`config.mk`:
```
export PLATFORM = sky130hd
export DESIGN_NAME = wkeg_top
export DESIGN_NICKNAME = d
export VERILOG_FILES = /design/src/rtl/wkeg_pkg.sv /design/src/rtl/wkeg_gate_if.sv /design/src/rtl/wkeg_gate.sv /design/src/rtl/wkeg_top.sv
export SDC_FILE = /design/constraint.sdc
export NUM_CORES = 1
export LEC_CHECK = 0
export BUFFER_PORTS_ARGS = -buffer_cell sky130_fd_sc_hd__buf_2
export CORE_MARGIN = 3
export CORE_UTILIZATION = 35
export CTS_CLUSTER_DIAMETER = 100
export DETAILED_ROUTE_END_ITERATION = 10
export SYNTH_ARGS = -nofsm -noshare
export SYNTH_HDL_FRONTEND = slang
export SYNTH_SLANG_ARGS = --single-unit
```
`constraint.sdc`:
```
create_clock -name i_core_clk -period 3.8 [get_ports i_core_clk]
set_input_delay 0.76 -clock i_core_clk [delete_from_list [all_inputs] [get_ports i_core_clk]]
set_output_delay 0.76 -clock i_core_clk [all_outputs]
set_load 0.02 [all_outputs]
```
`src/rtl/wkeg_pkg.sv`:
```
// Purpose: constants for wake event enable gating
// Assumes: registers sit one per 32-bit word, byte address = index * 4
// Notes: source vector is gp1x [7:0], peripherals [15:8], gp2x [23:16]
//
// Summary of operation
// enabled, latched source with global enable asserts wake
// disabled source still latches, never drives wake
// enables survive main, soft, hard resets
// index 0C bits 3:0 gate gp20..23
// index 0D bits 7:0 gate gp10..17
// index 0E bits 7:1 gate peripheral sources
// index 0F reads as all zero
// status sets on event regardless of enables
// write one clears status, zero no effect
// wake is OR of status AND enable, gated by global enable
package wkeg_pkg;
  localparam int ADDR_W = 8;
  localparam int SRC_W = 24;
  localparam int GRP_N = 3;
  localparam logic [SRC_W-1:0] SRC_VALID = 24'h0FFEFF;
  localparam int LANE_GP1X = 0;
  localparam int LANE_PERI = 8;
  localparam int LANE_GP2X = 16;
  localparam int BIT_PORT2_RI = 1;
  localparam int BIT_PORT1_RI = 2;
  localparam int BIT_KEYBOARD = 3;
  localparam int BIT_MOUSE = 4;
  localparam int BIT_SPEC_KEY = 5;
  localparam int BIT_FAN_1 = 6;
  localparam int BIT_FAN_2 = 7;
  localparam logic [5:0] IDX_STS_GP2X = 6'h08;
  localparam logic [5:0] IDX_STS_GP1X = 6'h09;
  localparam logic [5:0] IDX_STS_PERI = 6'h0A;
  localparam logic [5:0] IDX_RSV_0B = 6'h0B;
  localparam logic [5:0] IDX_EN_GP2X = 6'h0C;
  localparam logic [5:0] IDX_EN_GP1X = 6'h0D;
  localparam logic [5:0] IDX_EN_PERI = 6'h0E;
  localparam logic [5:0] IDX_RSV_0F = 6'h0F;
  localparam logic [5:0] IDX_CTRL = 6'h20;
  localparam logic [5:0] IDX_IRQ_STS = 6'h21;
  localparam logic [5:0] IDX_IRQ_MASK = 6'h22;
  localparam logic [SRC_W-1:0] EN_RST = 24'h000000;
  localparam logic [SRC_W-1:0] STS_RST = 24'h000000;
  localparam logic [GRP_N-1:0] IRQ_RST = 3'h0;
  localparam logic [1:0] RESP_OKAY = 2'h0;
  localparam logic [1:0] RESP_SLVERR = 2'h2;
endpackage

```
`src/rtl/wkeg_gate_if.sv`:
```
// Purpose: carries source, enable and status vectors to the gating unit
// Assumes: single clock domain
// Notes: clr is a one-cycle pulse per bit
`timescale 1ns/1ps
interface wkeg_gate_if;
  import wkeg_pkg::*;
  logic [SRC_W-1:0] evt;
  logic [SRC_W-1:0] en;
  logic [SRC_W-1:0] clr;
  logic [SRC_W-1:0] sts;
  logic [GRP_N-1:0] new_set;
  logic glob_en;
  logic wake;
  modport gate (input evt, en, clr, glob_en, output sts, new_set, wake);
  modport ctl (output evt, en, clr, glob_en, input sts, new_set, wake);
endinterface

```
`src/rtl/wkeg_gate.sv`:
```
// Purpose: latches wake status and forms the gated wake request
// Assumes: evt already synchronised; i_reset is the standby power-on reset
// Notes: only standby reset touches status
`timescale 1ns/1ps
module wkeg_gate (
  // clock and standby reset
  input wire logic i_core_clk,
  input wire logic i_reset,
  // vectors
  wkeg_gate_if.gate g
);
  import wkeg_pkg::*;
  logic [SRC_W-1:0] sts_ff;

  // set beats a same-cycle clear so no event is lost
  always_ff @(posedge i_core_clk) begin
    if (i_reset) begin
      sts_ff <= STS_RST;
    end else begin
      sts_ff <= ((sts_ff & ~g.clr) | g.evt) & SRC_VALID;
    end
  end

  genvar gi;
  generate
    for (gi = 0; gi < GRP_N; gi++) begin : grp
      assign g.new_set[gi] = |(g.evt[gi*8 +: 8] & ~sts_ff[gi*8 +: 8] & SRC_VALID[gi*8 +: 8]);
    end
  endgenerate

  assign g.sts = sts_ff;
  // enable only gates the pin, never the latch
  assign g.wake = g.glob_en & (|(sts_ff & g.en));
endmodule

```
`src/rtl/wkeg_top.sv`:
```
// Purpose: wake enable registers, AXI4-Lite slave and open wake output
// Assumes: i_reset is the standby power-on reset; main resets are pins
// Notes: wake pin is open drain, only ever driven low
//
// Decided for this implementation: register access over AXI4-Lite.
`timescale 1ns/1ps
module wkeg_top (
  // clock and standby reset
  input wire logic i_core_clk,
  input wire logic i_reset,
  // main-supply resets, asynchronous pins
  input wire logic i_main_por,
  input wire logic i_soft_reset,
  input wire logic i_hard_reset,
  // wake sources, asynchronous pins
  input wire logic [7:0] i_gp1x_wake,
  input wire logic [3:0] i_gp2x_wake,
  input wire logic i_port2_ring_indicate,
  input wire logic i_port1_ring_indicate,
  input wire logic i_keyboard_wake,
  input wire logic i_mouse_wake,
  input wire logic i_specific_key_wake,
  input wire logic i_fan_speed_input_1,
  input wire logic i_fan_speed_input_2,
  // axi4-lite write
  input wire logic [wkeg_pkg::ADDR_W-1:0] i_awaddr,
  input wire logic i_awvalid,
  output logic o_awready,
  input wire logic [31:0] i_wdata,
  input wire logic [3:0] i_wstrb,
  input wire logic i_wvalid,
  output logic o_wready,
  output logic [1:0] o_bresp,
  output logic o_bvalid,
  input wire logic i_bready,
  // axi4-lite read
  input wire logic [wkeg_pkg::ADDR_W-1:0] i_araddr,
  input wire logic i_arvalid,
  output logic o_arready,
  output logic [31:0] o_rdata,
  output logic [1:0] o_rresp,
  output logic o_rvalid,
  input wire logic i_rready,
  // wake pin and interrupt
  output logic o_wake_output_n_out,
  output logic o_wake_output_n_oe_n,
  output logic o_irq
);
  import wkeg_pkg::*;

  wkeg_gate_if g ();

  logic [SRC_W-1:0] raw_src;
  logic [SRC_W-1:0] src_sync1_ff;
  logic [SRC_W-1:0] src_sync2_ff;
  logic [2:0] rst_sync1_ff;
  logic [2:0] rst_sync2_ff;
  logic main_rst;
  logic [SRC_W-1:0] en_ff;
  logic glob_en_ff;
  logic [GRP_N-1:0] irq_sts_ff;
  logic [GRP_N-1:0] irq_mask_ff;
  logic awready_ff;
  logic aw_hold_ff;
  logic [5:0] aw_idx_ff;
  logic wready_ff;
  logic w_hold_ff;
  logic [7:0] w_byte_ff;
  logic w_lane0_ff;
  logic bvalid_ff;
  logic [1:0] bresp_ff;
  logic arready_ff;
  logic rvalid_ff;
  logic [31:0] rdata_ff;
  logic [1:0] rresp_ff;
  logic oe_n_ff;
  logic irq_ff;
  logic wr_go;
  logic wr_en;
  logic ar_fire;
  logic [5:0] ar_idx;
  logic [SRC_W-1:0] nxt_clr;

  // unused peripheral bit 0 and gp2x bits 7:4 stay tied low
  always_comb begin
    raw_src = '0;
    raw_src[LANE_GP1X +: 8] = i_gp1x_wake;
    raw_src[LANE_GP2X +: 4] = i_gp2x_wake;
    raw_src[LANE_PERI + BIT_PORT2_RI] = i_port2_ring_indicate;
    raw_src[LANE_PERI + BIT_PORT1_RI] = i_port1_ring_indicate;
    raw_src[LANE_PERI + BIT_KEYBOARD] = i_keyboard_wake;
    raw_src[LANE_PERI + BIT_MOUSE] = i_mouse_wake;
    raw_src[LANE_PERI + BIT_SPEC_KEY] = i_specific_key_wake;
    raw_src[LANE_PERI + BIT_FAN_1] = i_fan_speed_input_1;
    raw_src[LANE_PERI + BIT_FAN_2] = i_fan_speed_input_2;
  end

  always_ff @(posedge i_core_clk) begin
    if (i_reset) begin
      src_sync1_ff <= '0;
      src_sync2_ff <= '0;
    end else begin
      src_sync1_ff <= raw_src;
      src_sync2_ff <= src_sync1_ff;
    end
  end

  always_ff @(posedge i_core_clk) begin
    if (i_reset) begin
      rst_sync1_ff <= 3'h0;
      rst_sync2_ff <= 3'h0;
    end else begin
      rst_sync1_ff <= {i_main_por, i_soft_reset, i_hard_reset};
      rst_sync2_ff <= rst_sync1_ff;
    end
  end

  // main-supply resets only reach the host-facing irq state
  assign main_rst = |rst_sync2_ff;

  assign g.evt = src_sync2_ff;
  assign g.en = en_ff;
  assign g.clr = nxt_clr;
  assign g.glob_en = glob_en_ff;

  wkeg_gate u_gate (
    .i_core_clk(i_core_clk),
    .i_reset(i_reset),
    .g(g)
  );

  // write address and data may arrive in either order
  always_ff @(posedge i_core_clk) begin
    if (i_reset) begin
      awready_ff <= 1'b1;
      aw_hold_ff <= 1'b0;
      aw_idx_ff <= 6'h00;
    end else if (i_awvalid && awready_ff) begin
      awready_ff <= 1'b0;
      aw_hold_ff <= 1'b1;
      aw_idx_ff <= i_awaddr[7:2];
    end else if (bvalid_ff && i_bready) begin
      awready_ff <= 1'b1;
      aw_hold_ff <= 1'b0;
    end
  end

  always_ff @(posedge i_core_clk) begin
    if (i_reset) begin
      wready_ff <= 1'b1;
      w_hold_ff <= 1'b0;
      w_byte_ff <= 8'h00;
      w_lane0_ff <= 1'b0;
    end else if (i_wvalid && wready_ff) begin
      wready_ff <= 1'b0;
      w_hold_ff <= 1'b1;
      w_byte_ff <= i_wdata[7:0];
      w_lane0_ff <= i_wstrb[0];
    end else if (bvalid_ff && i_bready) begin
      wready_ff <= 1'b1;
      w_hold_ff <= 1'b0;
    end
  end

  assign wr_go = aw_hold_ff && w_hold_ff && !bvalid_ff;
  // all fields live in byte lane 0
  assign wr_en = wr_go && w_lane0_ff;

  function automatic logic idx_mapped(input logic [5:0] idx);
    case (idx)
      IDX_STS_GP2X, IDX_STS_GP1X, IDX_STS_PERI, IDX_RSV_0B: idx_mapped = 1'b1;
      IDX_EN_GP2X, IDX_EN_GP1X, IDX_EN_PERI, IDX_RSV_0F: idx_mapped = 1'b1;
      IDX_CTRL, IDX_IRQ_STS, IDX_IRQ_MASK: idx_mapped = 1'b1;
      default: idx_mapped = 1'b0;
    endcase
  endfunction

  always_ff @(posedge i_core_clk) begin
    if (i_reset) begin
      bvalid_ff <= 1'b0;
      bresp_ff <= RESP_OKAY;
    end else if (wr_go) begin
      bvalid_ff <= 1'b1;
      bresp_ff <= idx_mapped(aw_idx_ff) ? RESP_OKAY : RESP_SLVERR;
    end else if (bvalid_ff && i_bready) begin
      bvalid_ff <= 1'b0;
    end
  end

  // write-one-to-clear pulses into the status latch
  always_comb begin
    nxt_clr = '0;
    if (wr_en) begin
      case (aw_idx_ff)
        IDX_STS_GP1X: nxt_clr[LANE_GP1X +: 8] = w_byte_ff;
        IDX_STS_PERI: nxt_clr[LANE_PERI +: 8] = w_byte_ff;
        IDX_STS_GP2X: nxt_clr[LANE_GP2X +: 8] = w_byte_ff;
        default: nxt_clr = '0;
      endcase
    end
  end

  // only standby reset clears the enables
  always_ff @(posedge i_core_clk) begin
    if (i_reset) begin
      en_ff <= EN_RST;
    end else if (wr_en) begin
      case (aw_idx_ff)
        IDX_EN_GP2X: en_ff[LANE_GP2X +: 8] <= w_byte_ff & SRC_VALID[LANE_GP2X +: 8];
        IDX_EN_GP1X: en_ff[LANE_GP1X +: 8] <= w_byte_ff;
        IDX_EN_PERI: en_ff[LANE_PERI +: 8] <= w_byte_ff & SRC_VALID[LANE_PERI +: 8];
        default: en_ff <= en_ff;
      endcase
    end
  end

  always_ff @(posedge i_core_clk) begin
    if (i_reset) begin
      glob_en_ff <= 1'b0;
    end else if (wr_en && aw_idx_ff == IDX_CTRL) begin
      glob_en_ff <= w_byte_ff[0];
    end
  end

  always_ff @(posedge i_core_clk) begin
    if (i_reset || main_rst) begin
      irq_mask_ff <= IRQ_RST;
    end else if (wr_en && aw_idx_ff == IDX_IRQ_MASK) begin
      irq_mask_ff <= w_byte_ff[GRP_N-1:0];
    end
  end

  assign ar_fire = i_arvalid && arready_ff;
  assign ar_idx = i_araddr[7:2];

  // read clears, but a new event in the same cycle survives
  always_ff @(posedge i_core_clk) begin
    if (i_reset || main_rst) begin
      irq_sts_ff <= IRQ_RST;
    end else if (ar_fire && ar_idx == IDX_IRQ_STS) begin
      irq_sts_ff <= g.new_set;
    end else begin
      irq_sts_ff <= irq_sts_ff | g.new_set;
    end
  end

  function automatic logic [31:0] rd_word(input logic [5:0] idx);
    rd_word = 32'h00000000;
    case (idx)
      IDX_STS_GP1X: rd_word[7:0] = g.sts[LANE_GP1X +: 8];
      IDX_STS_PERI: rd_word[7:0] = g.sts[LANE_PERI +: 8];
      IDX_STS_GP2X: rd_word[7:0] = g.sts[LANE_GP2X +: 8];
      IDX_EN_GP2X: rd_word[7:0] = en_ff[LANE_GP2X +: 8];
      IDX_EN_GP1X: rd_word[7:0] = en_ff[LANE_GP1X +: 8];
      IDX_EN_PERI: rd_word[7:0] = en_ff[LANE_PERI +: 8];
      IDX_CTRL: rd_word[0] = glob_en_ff;
      IDX_IRQ_STS: rd_word[GRP_N-1:0] = irq_sts_ff;
      IDX_IRQ_MASK: rd_word[GRP_N-1:0] = irq_mask_ff;
      default: rd_word = 32'h00000000;
    endcase
  endfunction

  always_ff @(posedge i_core_clk) begin
    if (i_reset) begin
      arready_ff <= 1'b1;
      rvalid_ff <= 1'b0;
      rdata_ff <= 32'h00000000;
      rresp_ff <= RESP_OKAY;
    end else if (ar_fire) begin
      arready_ff <= 1'b0;
      rvalid_ff <= 1'b1;
      rdata_ff <= rd_word(ar_idx);
      rresp_ff <= idx_mapped(ar_idx) ? RESP_OKAY : RESP_SLVERR;
    end else if (rvalid_ff && i_rready) begin
      arready_ff <= 1'b1;
      rvalid_ff <= 1'b0;
    end
  end

  // open drain: enable low pulls the wire low
  always_ff @(posedge i_core_clk) begin
    if (i_reset) begin
      oe_n_ff <= 1'b1;
      irq_ff <= 1'b0;
    end else begin
      oe_n_ff <= ~g.wake;
      irq_ff <= |(irq_sts_ff & irq_mask_ff);
    end
  end

  assign o_awready = awready_ff;
  assign o_wready = wready_ff;
  assign o_bvalid = bvalid_ff;
  assign o_bresp = bresp_ff;
  assign o_arready = arready_ff;
  assign o_rvalid = rvalid_ff;
  assign o_rdata = rdata_ff;
  assign o_rresp = rresp_ff;
  assign o_wake_output_n_out = 1'b0;
  assign o_wake_output_n_oe_n = oe_n_ff;
  assign o_irq = irq_ff;
endmodule

```
=== Word level (Yosys, flattened, before mapping) ===
Index checks and enable logic that the tools add are counted.

* Register bits: 126
* Bits in latches: 0
* Memory bits (writable): 0
* Bits in read-only memories: 0
* Bits of input ports: 81
* Output and inout port bits: 44
* Word-level logic and storage cells: 117
* Memories: 0

* $add $sub $neg: 0
* Multiply operators: 0
* Divide/modulo/power cells: 0
* Order comparisons: 0
* Equal/unequal tests: 22
* Shifts and indexed selects: 0
* Mux-type cells: 27
* Bitwise gates (word level): 14
* Reduce and logical (&&, ||, !) cells: 28

{| class="wikitable"
|+ Operator list
! kind !! count
|-
| 6-bit by 4-bit == test with 1-bit output (second input constant) || 16
|-
| 20-bit AND || 2
|-
| 6-bit == test (second input constant) || 6
|-
| 5-bit case mux with 6 select lines || 1
|-
| 24-bit OR reduction || 1
|-
| 11-bit OR reduction || 2
|-
| 20-bit 2-to-1 mux || 1
|-
| 20-bit NOT || 1
|-
| 20-bit bitwise OR || 1
|-
| 1-bit 2-to-1 mux || 17
|-
| 8-bit AND || 2
|-
| 8-bit 2-to-1 mux || 2
|-
| 8-bit NOT || 2
|-
| 2-bit case mux with 8 select lines || 1
|-
| 1-bit logical AND || 11
|-
| 1-bit case mux with 8 select lines || 1
|-
| 2-bit nonzero test || 4
|-
| 8-bit OR reduction || 1
|-
| 7-bit OR reduction || 1
|-
| 2-bit AND reduction || 3
|-
| 3-bit OR reduction || 2
|-
| 4-bit AND || 1
|-
| 2-bit 2-to-1 mux || 2
|-
| 4-bit 2-to-1 mux || 1
|-
| other kinds (9) || 9
|}

=== Longest topological paths before layout ===
* Depth in word-level cells: 7
* Mapped depth: 7
* Mapped depth without buffers: 4

=== Cells and area by module ===
Synthesis repeated with hierarchy kept, for this count alone.

* Cell total of the unflattened synthesis: 584
* Area total of the unflattened synthesis: 5191.2 um2

{| class="wikitable"
|+ Modules (own cells, without submodules)
! module !! times used !! cells each !! area each (um2) !! sequential area each (um2)
|-
| wkeg_top || 1 || 471 || 4282.9 || 2082.0
|-
| wkeg_gate || 1 || 113 || 908.4 || 380.4
|}

=== Least setup slack after synthesis ===
OpenSTA, ideal clock, no wires.

* Path kind: input to register
* Start: in i_araddr[7] (netlist name)
* End: reg rdata_ff[0], in the netlist o_rdata[0]
* Library setup time: 0.086 ns
* Arrival: 1.936 ns
* Required time: 3.714 ns
* Path slack: 1.779 ns
* Stages on the path: 5
* Buffers on the path: 1
* Path through: clkbuf_1 or4b_1 o22ai_1 a221oi_1 a211oi_1

* Cells in the longest elaborated chain, start to end: 2
* Elaborated cells between the ends (all ways): 9
* Classes of those cells: eq/ne (8); mux (1)

{| class="wikitable"
|+ RTL lines
! element !! RTL line !! text
|-
| start: declaration || wkeg_top.sv:37 || <nowiki>input wire logic [wkeg_pkg::ADDR_W-1:0] i_araddr,</nowiki>
|-
| 6-bit == test / 6-bit by 4-bit == test with 1-bit output (equally long branches) || wkeg_top.sv:249 || <nowiki>case (idx)</nowiki>
|-
| 1-bit case mux with 8 select lines * || wkeg_top.sv:249 ||
|-
| end signal: assignment || wkeg_top.sv:272 || <nowiki>rdata_ff <= rd_word(ar_idx);</nowiki>
|-
| end: declaration || wkeg_top.sv:74 || <nowiki>logic [31:0] rdata_ff;</nowiki>
|}

Every way passes the cells marked *; elsewhere a longest branch is shown, timed or not.
A chain may end at the register's enable or synchronous reset.

=== Worst setup path in the final report ===
* Start: in i_araddr[2] (netlist name)
* End: reg rdata_ff[0], in the netlist o_rdata[0]

Same word-level chain as after synthesis.

==> results.cfg <==
[run_status]
outcome = complete, no violations

[worst_hold_path]
hp-start = src_sync1_ff[12]$_SDFF_PP0_
hold_path.class = register to register
whs_path_depth = 1
hold_end = g.evt[12]$_SDFF_PP0_

[synth]
synthAdderAreaFrac = 0
seq_area_frac_synth = 0.477
synth_top_area_cell = dfxtp_1
synthSimpleGateAreaFrac = 0.244
yosys-top-cells-area = dfxtp_1 48%, nor2b_1 6.2%, mux2i_1 5.6%
synth_compound_area_frac = 0.131
synthMuxAreaShare = 0.0650
synth_cells = 561
synth_edf_count = 0
synth_top_family_by_area = simple AND/OR/NAND/NOR gates
postSynth.asyncResetShare = 0
ys.flop_type = dfxtp_1
synthXorXnorAreaFrac = 0.00170
ys_ff_latch = 123
yosys.area.top_type_share = 0.477
syn_avg_cell_area_um2 = 9.20
synthDistinctLibCells = 55
synth_area_mm2 = 0.00516
synth_warnings = 0

[detailed_routing]
ant_nets = 0
postRouteWirelength_mm = 12.1
viasPerCell = 5.13
first_pass_iters = 5
drt_iter0_drc = 397
wl_per_cell_um = 15.0
drc = 0
vias = 4142

[floorplan]
num_rows = 43
coreArea_mm2 = 0.0141
initial_core_util = 0.365
die_area_mm2 = 0.0162
die_w_um = 127
ioPinCount = 125
dieHeight_um = 127

[clocking]
insertion_delay_ps = 420
cts_tree = done
ctsLongestPathBuffers = 2
cts_buffers = 17
h-tree-depth = 4
ctsHoldBuffers = 0
postCtsSetupRepairBufs = 0
cts.sinks = 123
cts_resized = 0
cts_root_buffer = clkbuf_16
clkTransAtPathRegs_ps = 60

[setup_path]
critical_path_class = primary input to register
worstReg2RegEnd = u_gate.g.sts[11]$_SDFF_PP0_
crit_required_ps = 4130
r2r_slack_ps = 1710
arrival_ps = 2430
crit_fanout = 18
reg2reg_from = aw_idx_ff[4]$_SDFFE_PP0P_
crit_path_end_kind = register
crit_path_start_kind = primary input
r2r_cells = 4

[grt]
antenna_found_initial = 0
grt_pass1_vias = 3845
grtUsageMet1 = 0.211
grt_usage = 0.154
grt_max_degree = 66
grt_use_met2 = 0.217
grt_first_pass_wirelength_mm = 19.7
overflow = 0
busiest_layer = met2
met3_usage = 0.0531

[placement]
dp.cells = 775
dp_hpwl_mm = 8.72
finalWeightedCongestion = 0.917
post_dp_cell_area_mm2 = 0.00549
io_buffers = 66
placement.setup.worst_slack_ps = 1340

[pwr]
switchingPower_mw = 0.853
power_frac_seq = 0.446
pwr-share-comb = 0.071
ir_drop_v = 0.000480
switching_share = 0.271
leakage_nw = 2.32
power_frac_clock = 0.483
power.density_mw_per_mm2 = 519
p_int_mw = 2.30

[cells_and_area]
drive_gt1_frac = 0.183
fin_cells = 807
layout_commonest_cell = dfxtp_1
nets = 695
final_core_util = 0.429
areaGrowthSynthToFinish_pct = 17.5
antenna_cells = 0
finish.instance_area_mm2 = 0.00607
final_cell_mix = 123 x dfxtp_1, 65 x buf_2, 53 x nor2_1
fill_cells = 1367

[sta]
slew_headroom = 0.286
rsz0062_at_grt = no
skew_ps = 8.03
fin_crit_sh = 0.552
finalHoldViolations = 0
tns_ps = 0
setup_viol = 0
fmax_ghz = 0.477
slew_violations = 0
finalWorstSetupSlack_ps = 1700
fin_crit_ps = 2100
tightest_slew_ps = 1070

[run]
max-cap-violations = 0
-- state kept, by name, indices dropped and copies added, names as in the netlist, 6 cells and up --
name          cells
en_ff            19
o_rdata           8
g.evt            19
u_gate.g.sts     19
aw_idx_ff         6
w_byte_ff         8
src_sync1_ff     19
-- power groups by stage --
stage / registers (mW) / clock network, mW / logic [mW]
6_report: 1.40 / 1.52 / 0.225
5_1_grt: 1.41 / 1.61 / 0.250
4_1_cts: 1.40 / 1.55 / 0.224
3_5_place_dp: 1.43 / 0 / 0.223
3_3_place_gp: 1.43 / 0 / 0.217
2_1_floorplan: 1.41 / 0 / 0.184
-- kinds of logic after synthesis --
family          count (synthesis)
compound gates                104
other cells                     1
mux                            33
buf+inv                        81
flops                         123
xor+xnor                        1
simple gates                  218
-- per-layer routing --
layer,up-vias,share of wire
met4,0,0.025
met1,1925,0.46
met3,24,0.084
met2,174,0.43
li1,2019,-
met5,-,0
-- worst max-delay path by stage --
stage,start,endpoint,slack (ps)
finish,i_araddr[2],o_rdata[0]$_SDFFE_PP0P_,1700
global route,i_araddr[2],o_rdata[3]$_SDFFE_PP0P_,1580
CTS,aw_idx_ff[4]$_SDFFE_PP0P_,u_gate.g.sts[11]$_SDFF_PP0_,1750
detailed placement,i_araddr[2],o_rdata[0]$_SDFFE_PP0P_,1340
global placement,i_araddr[2],o_rdata[0]$_SDFFE_PP0P_,1360
floorplan,i_araddr[7],o_rdata[0]$_SDFFE_PP0P_,1780
-- synthesized netlist by cell type (3+ instances only) --
| library cell | instances |
|---|---|
| dfxtp_1 | 123 |
| nor2_1 | 53 |
| nor2b_1 | 51 |
| a21oi_1 | 46 |
| nand2_1 | 42 |
| mux2i_1 | 29 |
| buf_4 | 28 |
| inv_1 | 22 |
| clkbuf_1 | 21 |
| nand4_1 | 21 |
| nand3_1 | 11 |
| a221oi_1 | 7 |
| a22oi_1 | 7 |
| o21ai_0 | 7 |
| o22ai_1 | 7 |
| a32o_1 | 5 |
| buf_1 | 5 |
| buf_2 | 5 |
| nand3b_1 | 5 |
| a22o_1 | 4 |
| mux2_2 | 4 |
| nand2b_1 | 4 |
| nor4_4 | 4 |
| a211oi_1 | 3 |
| a21o_1 | 3 |
| a222oi_1 | 3 |
| a31oi_1 | 3 |
| and2_1 | 3 |
-- through the flow --
step           hold slack (ps)  power [mW]
4_1_cts                    441        3.17
3_5_place_dp               426        1.65
5_1_grt                    454        3.27
2_1_floorplan              414        1.60
3_3_place_gp               423        1.65
6_report                   438        3.15
-- final cells by class --
class                           count  area [um2]  share of cell area
Clock buffer                       17         425              0.0701
Clock inverter                     15         148              0.0243
Inverter                           22        82.6              0.0136
Multi-Input combinational cell    383        2380               0.393
Sequential cell                   123        2460               0.406
Tap cell                          180         225              0.0371
Timing Repair Buffer               67         340              0.0561
-- worst max-delay path: stages --
cell	delay, ps
buf_2	330
nor2b_1	530
and2_0	420
a221oi_1	150
a211oi_1	230
No activity file was read; power rests on OpenSTA's default activity.
